$ cat src/common/sorr_pkg.sv
// Constants and types for the stage output reset override block.
package sorr_pkg;

  // ****************************************************************
  // Configuration byte layout
  // ****************************************************************
  localparam int unsigned EXT_CFG_W           = 8;
  localparam int unsigned CFG_OVR_EN_POS      = 5;
  localparam int unsigned CFG_A_LEVEL_POS     = 4;
  localparam int unsigned CFG_B_LEVEL_POS     = 3;
  localparam logic [7:0]  EXT_CFG_DEFAULT     = 8'hff;
  localparam logic        CFG_PROGRAMMED      = 1'b0;
  localparam int unsigned NUM_CHANNELS        = 3;

  // ****************************************************************
  // Register map
  // ****************************************************************
  localparam logic [11:0] ADDR_EXT_CFG        = 12'h000;
  localparam logic [11:0] ADDR_OUT_CFG        = 12'h004;
  localparam logic [11:0] ADDR_OVR_STATUS     = 12'h008;
  localparam logic [11:0] ADDR_PORT_DATA      = 12'h00c;
  localparam int unsigned OUT_CFG_W           = 8;
  localparam logic [7:0]  OUT_CFG_RESET       = 8'h00;
  localparam logic [5:0]  PORT_DATA_RESET     = 6'h00;
  localparam logic [31:0] APB_ZERO            = 32'h0000_0000;

  // Output state of the forced pins of both sides.
  typedef struct packed {
    logic       active;
    logic       a_level;
    logic       b_level;
  } sorr_force_t;

endpackage

$ cat src/hdl/sorr_top.sv
// Stage output reset override with APB register access.
//
// The APB slave port and the placing of the registers were left to the implementer.
`timescale 1ns/100ps

module sorr_top
  import sorr_pkg::*;
(
  // Clock and reset
  input  wire logic                    CLK_SYS,
  input  wire logic                    RST_N,
  // Non-volatile configuration byte, static while powered
  input  wire logic [EXT_CFG_W-1:0]    EXT_CFG,
  // Waveform generator outputs per channel
  input  wire logic [NUM_CHANNELS-1:0] GEN_A,
  input  wire logic [NUM_CHANNELS-1:0] GEN_B,
  // Stage output pins
  output logic      [NUM_CHANNELS-1:0] STAGE_OUT_A,
  output logic      [NUM_CHANNELS-1:0] STAGE_OUT_B,
  output logic      [NUM_CHANNELS-1:0] STAGE_OE_A,
  output logic      [NUM_CHANNELS-1:0] STAGE_OE_B,
  // APB slave
  input  wire logic                    PSEL,
  input  wire logic                    PENABLE,
  input  wire logic                    PWRITE,
  input  wire logic [11:0]             PADDR,
  input  wire logic [31:0]             PWDATA,
  output logic      [31:0]             PRDATA,
  output logic                         PREADY,
  output logic                         PSLVERR
);

  // ****************************************************************
  // Local types
  // ****************************************************************
  // Capture of the configuration byte after reset release. The byte
  // passes two stages before the held copy is loaded from it.
  typedef enum logic [1:0] {
    CAP_RESET,
    CAP_STAGE1,
    CAP_STAGE2,
    CAP_DONE
  } sorr_cap_state_t;

  // Lifecycle of the forced output state after reset.
  typedef enum logic {
    OVR_ARMED,
    OVR_RELEASED
  } sorr_ovr_state_t;

  // ****************************************************************
  // Signals
  // ****************************************************************
  sorr_cap_state_t      cap_state;
  sorr_cap_state_t      next_cap_state;
  sorr_ovr_state_t      ovr_state;
  sorr_ovr_state_t      next_ovr_state;
  logic [EXT_CFG_W-1:0] cfg_sync1;
  logic [EXT_CFG_W-1:0] cfg_sync2;
  logic [EXT_CFG_W-1:0] cfg_held;
  logic [OUT_CFG_W-1:0] out_cfg;
  logic [5:0]           port_data;
  sorr_force_t          force_sel;

  // ****************************************************************
  // Helper functions
  // ****************************************************************
  function automatic logic is_programmed(input logic b);
    return (b == CFG_PROGRAMMED);
  endfunction

  // Per-channel choice between generator and port data, for one side.
  function automatic logic [NUM_CHANNELS-1:0] pick_source(
    input logic [NUM_CHANNELS-1:0] use_gen,
    input logic [NUM_CHANNELS-1:0] gen,
    input logic [NUM_CHANNELS-1:0] port
  );
    return (use_gen & gen) | (~use_gen & port);
  endfunction

  // A pin is driven when its own bit or the side-wide enable is set.
  function automatic logic [NUM_CHANNELS-1:0] side_enable(
    input logic [NUM_CHANNELS-1:0] chan_en,
    input logic                    all_en
  );
    return chan_en | {NUM_CHANNELS{all_en}};
  endfunction

  // Places a register image in the low byte of a bus word.
  function automatic logic [31:0] to_word(input logic [7:0] v);
    return {24'h000000, v};
  endfunction

  // ****************************************************************
  // APB decode
  // ****************************************************************
  wire apb_xfer     = PSEL & PENABLE;
  wire apb_wr       = apb_xfer & PWRITE;
  wire apb_rd_setup = PSEL & ~PENABLE & ~PWRITE;
  wire hit_cfg      = (PADDR == ADDR_EXT_CFG);
  wire hit_out      = (PADDR == ADDR_OUT_CFG);
  wire hit_stat     = (PADDR == ADDR_OVR_STATUS);
  wire hit_port     = (PADDR == ADDR_PORT_DATA);
  wire hit_any      = hit_cfg | hit_out | hit_stat | hit_port;
  wire wr_out_cfg   = apb_wr & hit_out;
  wire wr_port      = apb_wr & hit_port;

  // ****************************************************************
  // Configuration sampling
  // ****************************************************************
  // The byte is a static level from the non-volatile array. While reset
  // is held, and until the held copy is loaded, the raw byte steers the
  // outputs, so the forced state appears at reset entry rather than a
  // clock later; the price is that the byte must not move in reset.
  always_ff @(posedge CLK_SYS or negedge RST_N) begin
    if (!RST_N) begin
      cfg_sync1 <= EXT_CFG_DEFAULT;
      cfg_sync2 <= EXT_CFG_DEFAULT;
    end else begin
      cfg_sync1 <= EXT_CFG;
      cfg_sync2 <= cfg_sync1;
    end
  end

  always_comb begin
    next_cap_state = cap_state;
    case (cap_state)
      CAP_RESET: begin
        next_cap_state = CAP_STAGE1;
      end
      CAP_STAGE1: begin
        next_cap_state = CAP_STAGE2;
      end
      CAP_STAGE2: begin
        next_cap_state = CAP_DONE;
      end
      CAP_DONE: begin
        next_cap_state = CAP_DONE;
      end
      default: begin
        next_cap_state = CAP_RESET;
      end
    endcase
  end

  always_ff @(posedge CLK_SYS or negedge RST_N) begin
    if (!RST_N) begin
      cap_state <= CAP_RESET;
    end else begin
      cap_state <= next_cap_state;
    end
  end

  // The held copy is loaded once, when the second stage first holds a
  // sample taken out of reset; loading earlier would pick up the reset
  // value of the stages and drop the override for good.
  always_ff @(posedge CLK_SYS or negedge RST_N) begin
    if (!RST_N) begin
      cfg_held <= EXT_CFG_DEFAULT;
    end else if (cap_state == CAP_STAGE2) begin
      cfg_held <= cfg_sync2;
    end
  end

  wire                 cfg_valid = (cap_state == CAP_DONE);
  wire [EXT_CFG_W-1:0] cfg_now   = cfg_valid ? cfg_held : EXT_CFG;

  // ****************************************************************
  // Override selection
  // ****************************************************************
  always_comb begin
    force_sel.active  = is_programmed(cfg_now[CFG_OVR_EN_POS]);
    force_sel.a_level = is_programmed(cfg_now[CFG_A_LEVEL_POS]);
    force_sel.b_level = is_programmed(cfg_now[CFG_B_LEVEL_POS]);
  end

  always_comb begin
    next_ovr_state = ovr_state;
    case (ovr_state)
      OVR_ARMED: begin
        if (wr_out_cfg) begin
          next_ovr_state = OVR_RELEASED;
        end
      end
      OVR_RELEASED: begin
        next_ovr_state = OVR_RELEASED;
      end
      default: begin
        next_ovr_state = OVR_ARMED;
      end
    endcase
  end

  always_ff @(posedge CLK_SYS or negedge RST_N) begin
    if (!RST_N) begin
      ovr_state <= OVR_ARMED;
    end else begin
      ovr_state <= next_ovr_state;
    end
  end

  // Release comes with any write to the output configuration register,
  // even one that repeats the reset value.
  wire written = (ovr_state == OVR_RELEASED);
  wire forcing = force_sel.active & ~written;

  // ****************************************************************
  // Registers
  // ****************************************************************
  always_ff @(posedge CLK_SYS or negedge RST_N) begin
    if (!RST_N) begin
      out_cfg <= OUT_CFG_RESET;
    end else if (wr_out_cfg) begin
      out_cfg <= PWDATA[OUT_CFG_W-1:0];
    end
  end

  always_ff @(posedge CLK_SYS or negedge RST_N) begin
    if (!RST_N) begin
      port_data <= PORT_DATA_RESET;
    end else if (wr_port) begin
      port_data <= PWDATA[5:0];
    end
  end

  // ****************************************************************
  // Output steering
  // ****************************************************************
  wire [NUM_CHANNELS-1:0] gen_sel_a = out_cfg[2:0];
  wire [NUM_CHANNELS-1:0] gen_sel_b = out_cfg[5:3];
  wire                    oe_all_a  = out_cfg[6];
  wire                    oe_all_b  = out_cfg[7];

  wire [NUM_CHANNELS-1:0] norm_a =
    pick_source(gen_sel_a, GEN_A, port_data[2:0]);
  wire [NUM_CHANNELS-1:0] norm_b =
    pick_source(gen_sel_b, GEN_B, port_data[5:3]);
  wire [NUM_CHANNELS-1:0] norm_oe_a = side_enable(gen_sel_a, oe_all_a);
  wire [NUM_CHANNELS-1:0] norm_oe_b = side_enable(gen_sel_b, oe_all_b);

  // ****************************************************************
  // Pin outputs
  // ****************************************************************
  // Forced pins are driven from reset entry; the path from the static
  // configuration byte is glitch free since its inputs do not toggle.
  assign STAGE_OUT_A = forcing ? {NUM_CHANNELS{force_sel.a_level}}
                               : norm_a;
  assign STAGE_OUT_B = forcing ? {NUM_CHANNELS{force_sel.b_level}}
                               : norm_b;
  assign STAGE_OE_A  = forcing ? {NUM_CHANNELS{1'b1}}
                               : norm_oe_a;
  assign STAGE_OE_B  = forcing ? {NUM_CHANNELS{1'b1}}
                               : norm_oe_b;

  // ****************************************************************
  // APB read path
  // ****************************************************************
  // Read data is taken in the setup cycle, so it stands throughout the
  // access phase with no wait state.
  wire [2:0]  status_img = {written, forcing, force_sel.active};
  wire [31:0] rd_cfg     = to_word(cfg_now);
  wire [31:0] rd_out     = to_word(out_cfg);
  wire [31:0] rd_stat    = to_word({5'h00, status_img});
  wire [31:0] rd_port    = to_word({2'h0, port_data});

  wire [31:0] rd_mux =
    hit_cfg  ? rd_cfg  :
    hit_out  ? rd_out  :
    hit_stat ? rd_stat :
    hit_port ? rd_port : APB_ZERO;

  always_ff @(posedge CLK_SYS or negedge RST_N) begin
    if (!RST_N) begin
      PRDATA <= APB_ZERO;
    end else if (apb_rd_setup) begin
      PRDATA <= rd_mux;
    end
  end

  // ****************************************************************
  // APB handshake
  // ****************************************************************
  // Every register answers at once, so the access phase never waits.
  // Writes to the configuration byte and to unmapped offsets are
  // dropped; only the latter raise the error response.
  assign PREADY  = 1'b1;
  assign PSLVERR = apb_xfer & ~hit_any;

endmodule

$ cat config.mk
export PLATFORM = sky130hd
export DESIGN_NAME = sorr_top
export DESIGN_NICKNAME = d
export VERILOG_FILES = /design/src/common/sorr_pkg.sv /design/src/hdl/sorr_top.sv
export SDC_FILE = /design/constraint.sdc
export NUM_CORES = 1
export LEC_CHECK = 0
export ABC_AREA = 1
export BUFFER_PORTS_ARGS = -buffer_cell sky130_fd_sc_hd__buf_4
export CAP_MARGIN = 0
export CORE_MARGIN = 3
export CORE_UTILIZATION = 43
export CTS_CLUSTER_DIAMETER = 80
export DETAILED_ROUTE_END_ITERATION = 6
export PLACE_DENSITY = 0.86
export SLEW_MARGIN = 5
export SYNTH_ARGS = -nofsm -noshare
export SYNTH_HDL_FRONTEND = slang
export SYNTH_SLANG_ARGS = --single-unit
$ cat constraint.sdc
create_clock -name CLK_SYS -period 1.2 [get_ports CLK_SYS]
set_input_delay 0.12 -clock CLK_SYS [delete_from_list [all_inputs] [get_ports CLK_SYS]]
set_output_delay 0.12 -clock CLK_SYS [all_outputs]
set_load 0.02 [all_outputs]
After elaboration in Yosys (flattened, before gate mapping)
Cells that the tools add are included.
{ "totals": {"wordCells": 57, "register_bits": 73, "out_inout_bits": 46} }
{ "op_classes": {"n_reduce_logical": 3, "n_bitwise": 28, "n_eq_ne": 6, "mux": 12} }
{ "ops": {"columns": ["cell", "n"], "rows": [
  ["12-bit by 4-bit equality test with 1-bit output (second input constant)", 2],
  ["8-bit two-way mux", 3],
  ["3-bit bitwise AND", 4],
  ["12-bit by 3-bit equality test with 1-bit output (second input constant)", 1],
  ["12-bit zero test", 1],
  ["3-bit two-way mux", 4],
  ["6-bit two-way mux", 2],
  ["3-bit bitwise OR", 4],
  ["1-bit bitwise AND", 8],
  ["1-bit NOT", 7],
  ["3-bit NOT", 2],
  ["2-bit one-hot mux with 3 select lines", 1],
  ["2-bit equality test (second input constant)", 2],
  ["1-bit bitwise OR", 3],
  ["2-bit by 1-bit equality test with 1-bit output (second input constant)", 1],
  ["2-bit zero test", 1],
  ["1-bit one-hot mux with 2 select lines", 1],
  ["2-bit OR reduction", 1],
  ["1-bit two-way mux", 1]
]} }

Depth between registers and ports, before layout
{ "depth": {"ltp_word": 7, "mapped_depth": 8, "depth_no_buf": 8} }

Worst setup path after synthesis
OpenSTA, ideal clock, no wires.
{ "synth_path": {"kind": "register to output", "from": "reg cap_state[1]", "to": "out STAGE_OUT_A[2]", "arrival_ns": 1.300, "t_required_ns": 1.080, "n_path_buf": 0, "path_stages_with_launch": 6, "path_slack_ns": -0.220, "path_cell_list": "dfrtp_1 > nand2_1 > nand2_1 > nand2_1 > nor2_4 > o31ai_1"} }
{ "synth_via": {"elab_chain_cells": 5, "word_cells_on_any_way": 6, "cone_classes": "1 x eq/ne; 2 x mux; 3 x bitwise"} }
{ "synth_rtl": {"columns": ["item", "line_no", "rtl"], "rows": [
  ["from (decl)", "sorr_top.sv:54", "sorr_cap_state_t cap_state;"],
  ["from (signal assigned)", "sorr_top.sv:150", "cap_state <= next_cap_state;"],
  ["2-bit equality test (*)", "sorr_top.sv:165", "wire cfg_valid = (cap_state == CAP_DONE);"],
  ["8-bit two-way mux (*)", "sorr_top.sv:166", "wire [EXT_CFG_W-1:0] cfg_now = cfg_valid ? cfg_held : EXT_CFG;"],
  ["1-bit NOT", "sorr_top.sv:69", "return (b == CFG_PROGRAMMED);"],
  ["1-bit bitwise AND", "sorr_top.sv:205", "wire forcing = force_sel.active & ~written;"],
  ["3-bit two-way mux (*)", "sorr_top.sv:246", "assign STAGE_OUT_A = forcing ? {NUM_CHANNELS{force_sel.a_level}}"],
  ["to (decl)", "sorr_top.sv:18", "output logic [NUM_CHANNELS-1:0] STAGE_OUT_A,"]
]} }
Mark *: on every way between the ends. The rest lies on a longest branch, timed or not.

Worst setup path in the final report
Ends and elaborated chain as after synthesis.

==> out/metrics.yaml <==
seq_area_frac_synth_pct: 48.3
hold_end: "out_cfg[6]"
finalWorstSetupSlack_ps: -536
hp-start: "PWDATA[6]"
synth_area_leaders: "dfstp_2 (24%), dfrtp_1 (24%), nand2_1 (8.4%)"
grt_pass1_wl_um: 11000
avgRoutedWirePerCell_um: 15.0
timing.fmax_ghz: 0.576
io_pins: 109
grt_pass1_vias: 2343
fill_cells: 432
drc: 0
setup_viol: 19
r2r_slack_ps: -250
cp_data_required_time_ps: 1080
postSynthCellCount: 294
rsz0062_at_grt: "true"
clk-insertion-delay-late_ps: 310
path_max_fanout: 5
dieArea_mm2: 0.00702
yosysTopAreaCellShare_pct: 24.2
endpoint_kind: "primary output"
grt_usage_pct: 19.5
rr_worst_depth: 10
clockBufferDepth: 2
cts_root_buffer: "clkbuf_8"
num_antenna_cells: 0
period_share_pct: 145
drt.antenna.violating_nets: 0
fin_crit_ps: 1740
gp_congestion: 0.844
drt_first_pass_iters: 4
hold_path.class: "primary input to flop"
ys_types: 26
cts_buffers: 5
yosysTopAreaCell: "dfstp_2"
final_max_slew_viol_count: 0
p_leak_nw: 1.89
dp_slack_ps: -180
clock-sinks: 49
grt_overflow: 0
slew_headroom_pct: 59.2
layout-drive-gt1-share_pct: 50.9
antenna_found_initial: 0
violations: "negative setup slack"
crit_path_start_kind: "flop"
drtIter0Drc: 202
ys_warn_count: 0
grt_start_max_net_pins: 50
worstReg2RegStart: "cap_state[1]"
row_count: 27
status: "finished with violations"
worst_slew_pin_slew_ps: 612
core_area_mm2: 0.00568
vias_per_cell: 4.93
hold_viol: 0
worst_ep_arrival_time_ps: 1620
max_cap_violations: 0
dp.final_hpwl_um: 4680
cellPowerDensity_mw_per_mm2: 876
synth_area_mm2: 0.00260
peakVddDrop_mv: 0.691
syn_area_per_cell_um2: 8.85
cts_htree_levels: 2
die_y_um: 83.8
portBuffers: 59
routed_wl_um: 6980
nNetsFinal: 457
syn_to_final_growth_pct: 45.5
power_mw: 3.31
cts_tree: "done"
vias: 2303
initial_core_util_pct: 45.8
die_w_um: 83.8
hold_ws_ps: 54.8
ys_ff_latch: 49
clkTransAtPathRegs_ps: 90
crit_type: "flop to primary output"
r2r_end: "PRDATA[1]"
hold_depth: 3
finClkSkew_ps: 9.85
-- where the power goes --
group,switching [mW],total [mW],internal (mW)
combinational,0.254,0.435,0.181
sequential,0.0248,1.76,1.74
clock,0.572,1.12,0.547
-- worst max-delay path, stage by stage, from the launching register on --
cell     delay, ps
dfrtp_1        440
nand2_2        120
nand2_2         60
nand2_2        100
nor2_4          70
buf_6          140
o31ai_2        200
buf_4          180
-- cell usage after synthesis --
| master | count |
|---|---|
| nand2_2 | 5 |
| inv_1 | 37 |
| and3_1 | 1 |
| nor2_1 | 24 |
| o21ai_0 | 6 |
| mux2_2 | 6 |
| nand3_4 | 1 |
| dfstp_2 | 24 |
| nor2_4 | 4 |
| nor3_2 | 1 |
| buf_2 | 1 |
| dfrtp_1 | 25 |
| o31ai_1 | 4 |
| nor3_4 | 1 |
| buf_6 | 3 |
| o21ai_2 | 12 |
| a21oi_2 | 2 |
| nand3_1 | 35 |
| nand2_1 | 58 |
| a21oi_1 | 4 |
| o21ai_1 | 9 |
| nand2_4 | 1 |
| and2_4 | 1 |
| nor2_8 | 1 |
| conb_1 | 2 |
| buf_4 | 26 |
-- worst max-delay path by stage --
stage            startpoint              to  slack, ps  cells past startpoint
3_3_place_gp    cfg_held[5]  STAGE_OUT_A[2]       -160                      6
3_5_place_dp    cfg_held[5]  STAGE_OUT_B[2]       -180                      6
4_1_cts         cfg_held[5]  STAGE_OUT_A[2]       -480                      6
2_1_floorplan  cap_state[1]  STAGE_OUT_B[0]        -70                      6
6_report       cap_state[1]  STAGE_OUT_A[2]       -540                      7
5_1_grt        cap_state[1]  STAGE_OUT_A[2]       -630                      7
-- registers in the layout, indices dropped and copies added, names as in the netlist --
register	count
cfg_sync1	8
cfg_sync2	8
ovr_state	1
PRDATA	8
cfg_held	8
port_data	6
cap_state	2
out_cfg	8
-- placed cells by master (no fill, tap or decap), types with 5 or more instances in the layout --
master and n:
buf_4 75, buf_6 15, clkbuf_8 5, conb_1 25, dfrtp_1 25, dfstp_2 24
dlygate4sd3_1 9, inv_1 33, mux2_2 5, nand2_1 47, nand2_2 10, nand2_4 6
nand3_1 29, nand3_4 5, nor2_1 18, nor2_4 8, o21ai_2 20
-- cell type report --
class                      count  area [µm²]  share of cell area [%]
multi-input combinational    201        1340                    35.3
sequential                    49        1260                    33.2
timing repair buffer         100         842                    22.3
inverter                      37         154                    4.07
clock buffer                   7        97.6                    2.58
tap                           72        90.1                    2.38
clock inverter                 1        8.76                   0.231
-- through the flow --
step	utilization (%)	std cells	area, µm²	setup TNS [ps]
floorplan	-	317	2780	-657
detailed placement	57.8	443	3280	-3910
CTS	64.9	465	3690	-6130
global route	66.7	467	3780	-9040
global placement	57.8	443	3280	-3080
finish	66.7	467	3780	-7290
-- cells by family (layout without fill, tap and decap cells) --
family                 after synthesis  in the layout  share of synthesized area, %
AND/OR/NAND/NOR                    133            133                          25.0
AO/OA/AOI/OAI                       37             37                          9.52
other                                2             25                         0.289
buffers and inverters               67            145                          14.3
flip-flops                          49             49                          48.3
multiplexers                         6              6                          2.60
-- metal layers --
layer / track usage [%] / vias to the layer above / share of wire (%)
li1: - / 1081 / -
met1: 24.1 / 1083 / 39
met2: 32.8 / 126 / 52
met3: 4.54 / 13 / 7.8
met4: 7.89 / 0 / 1.8
met5: 0 / - / 0
-- repair_timing --
action                                  4_1_cts  5_1_grt
resized for setup                            42       23
cloned                                        0        1
pin swaps                                     7       13
hold buffers                                  9        0
endpoints found under the hold margin        33        0
endpoints found under the setup margin       28       28
buffers inserted                              5        4
(Power assumes the default switching activity.)
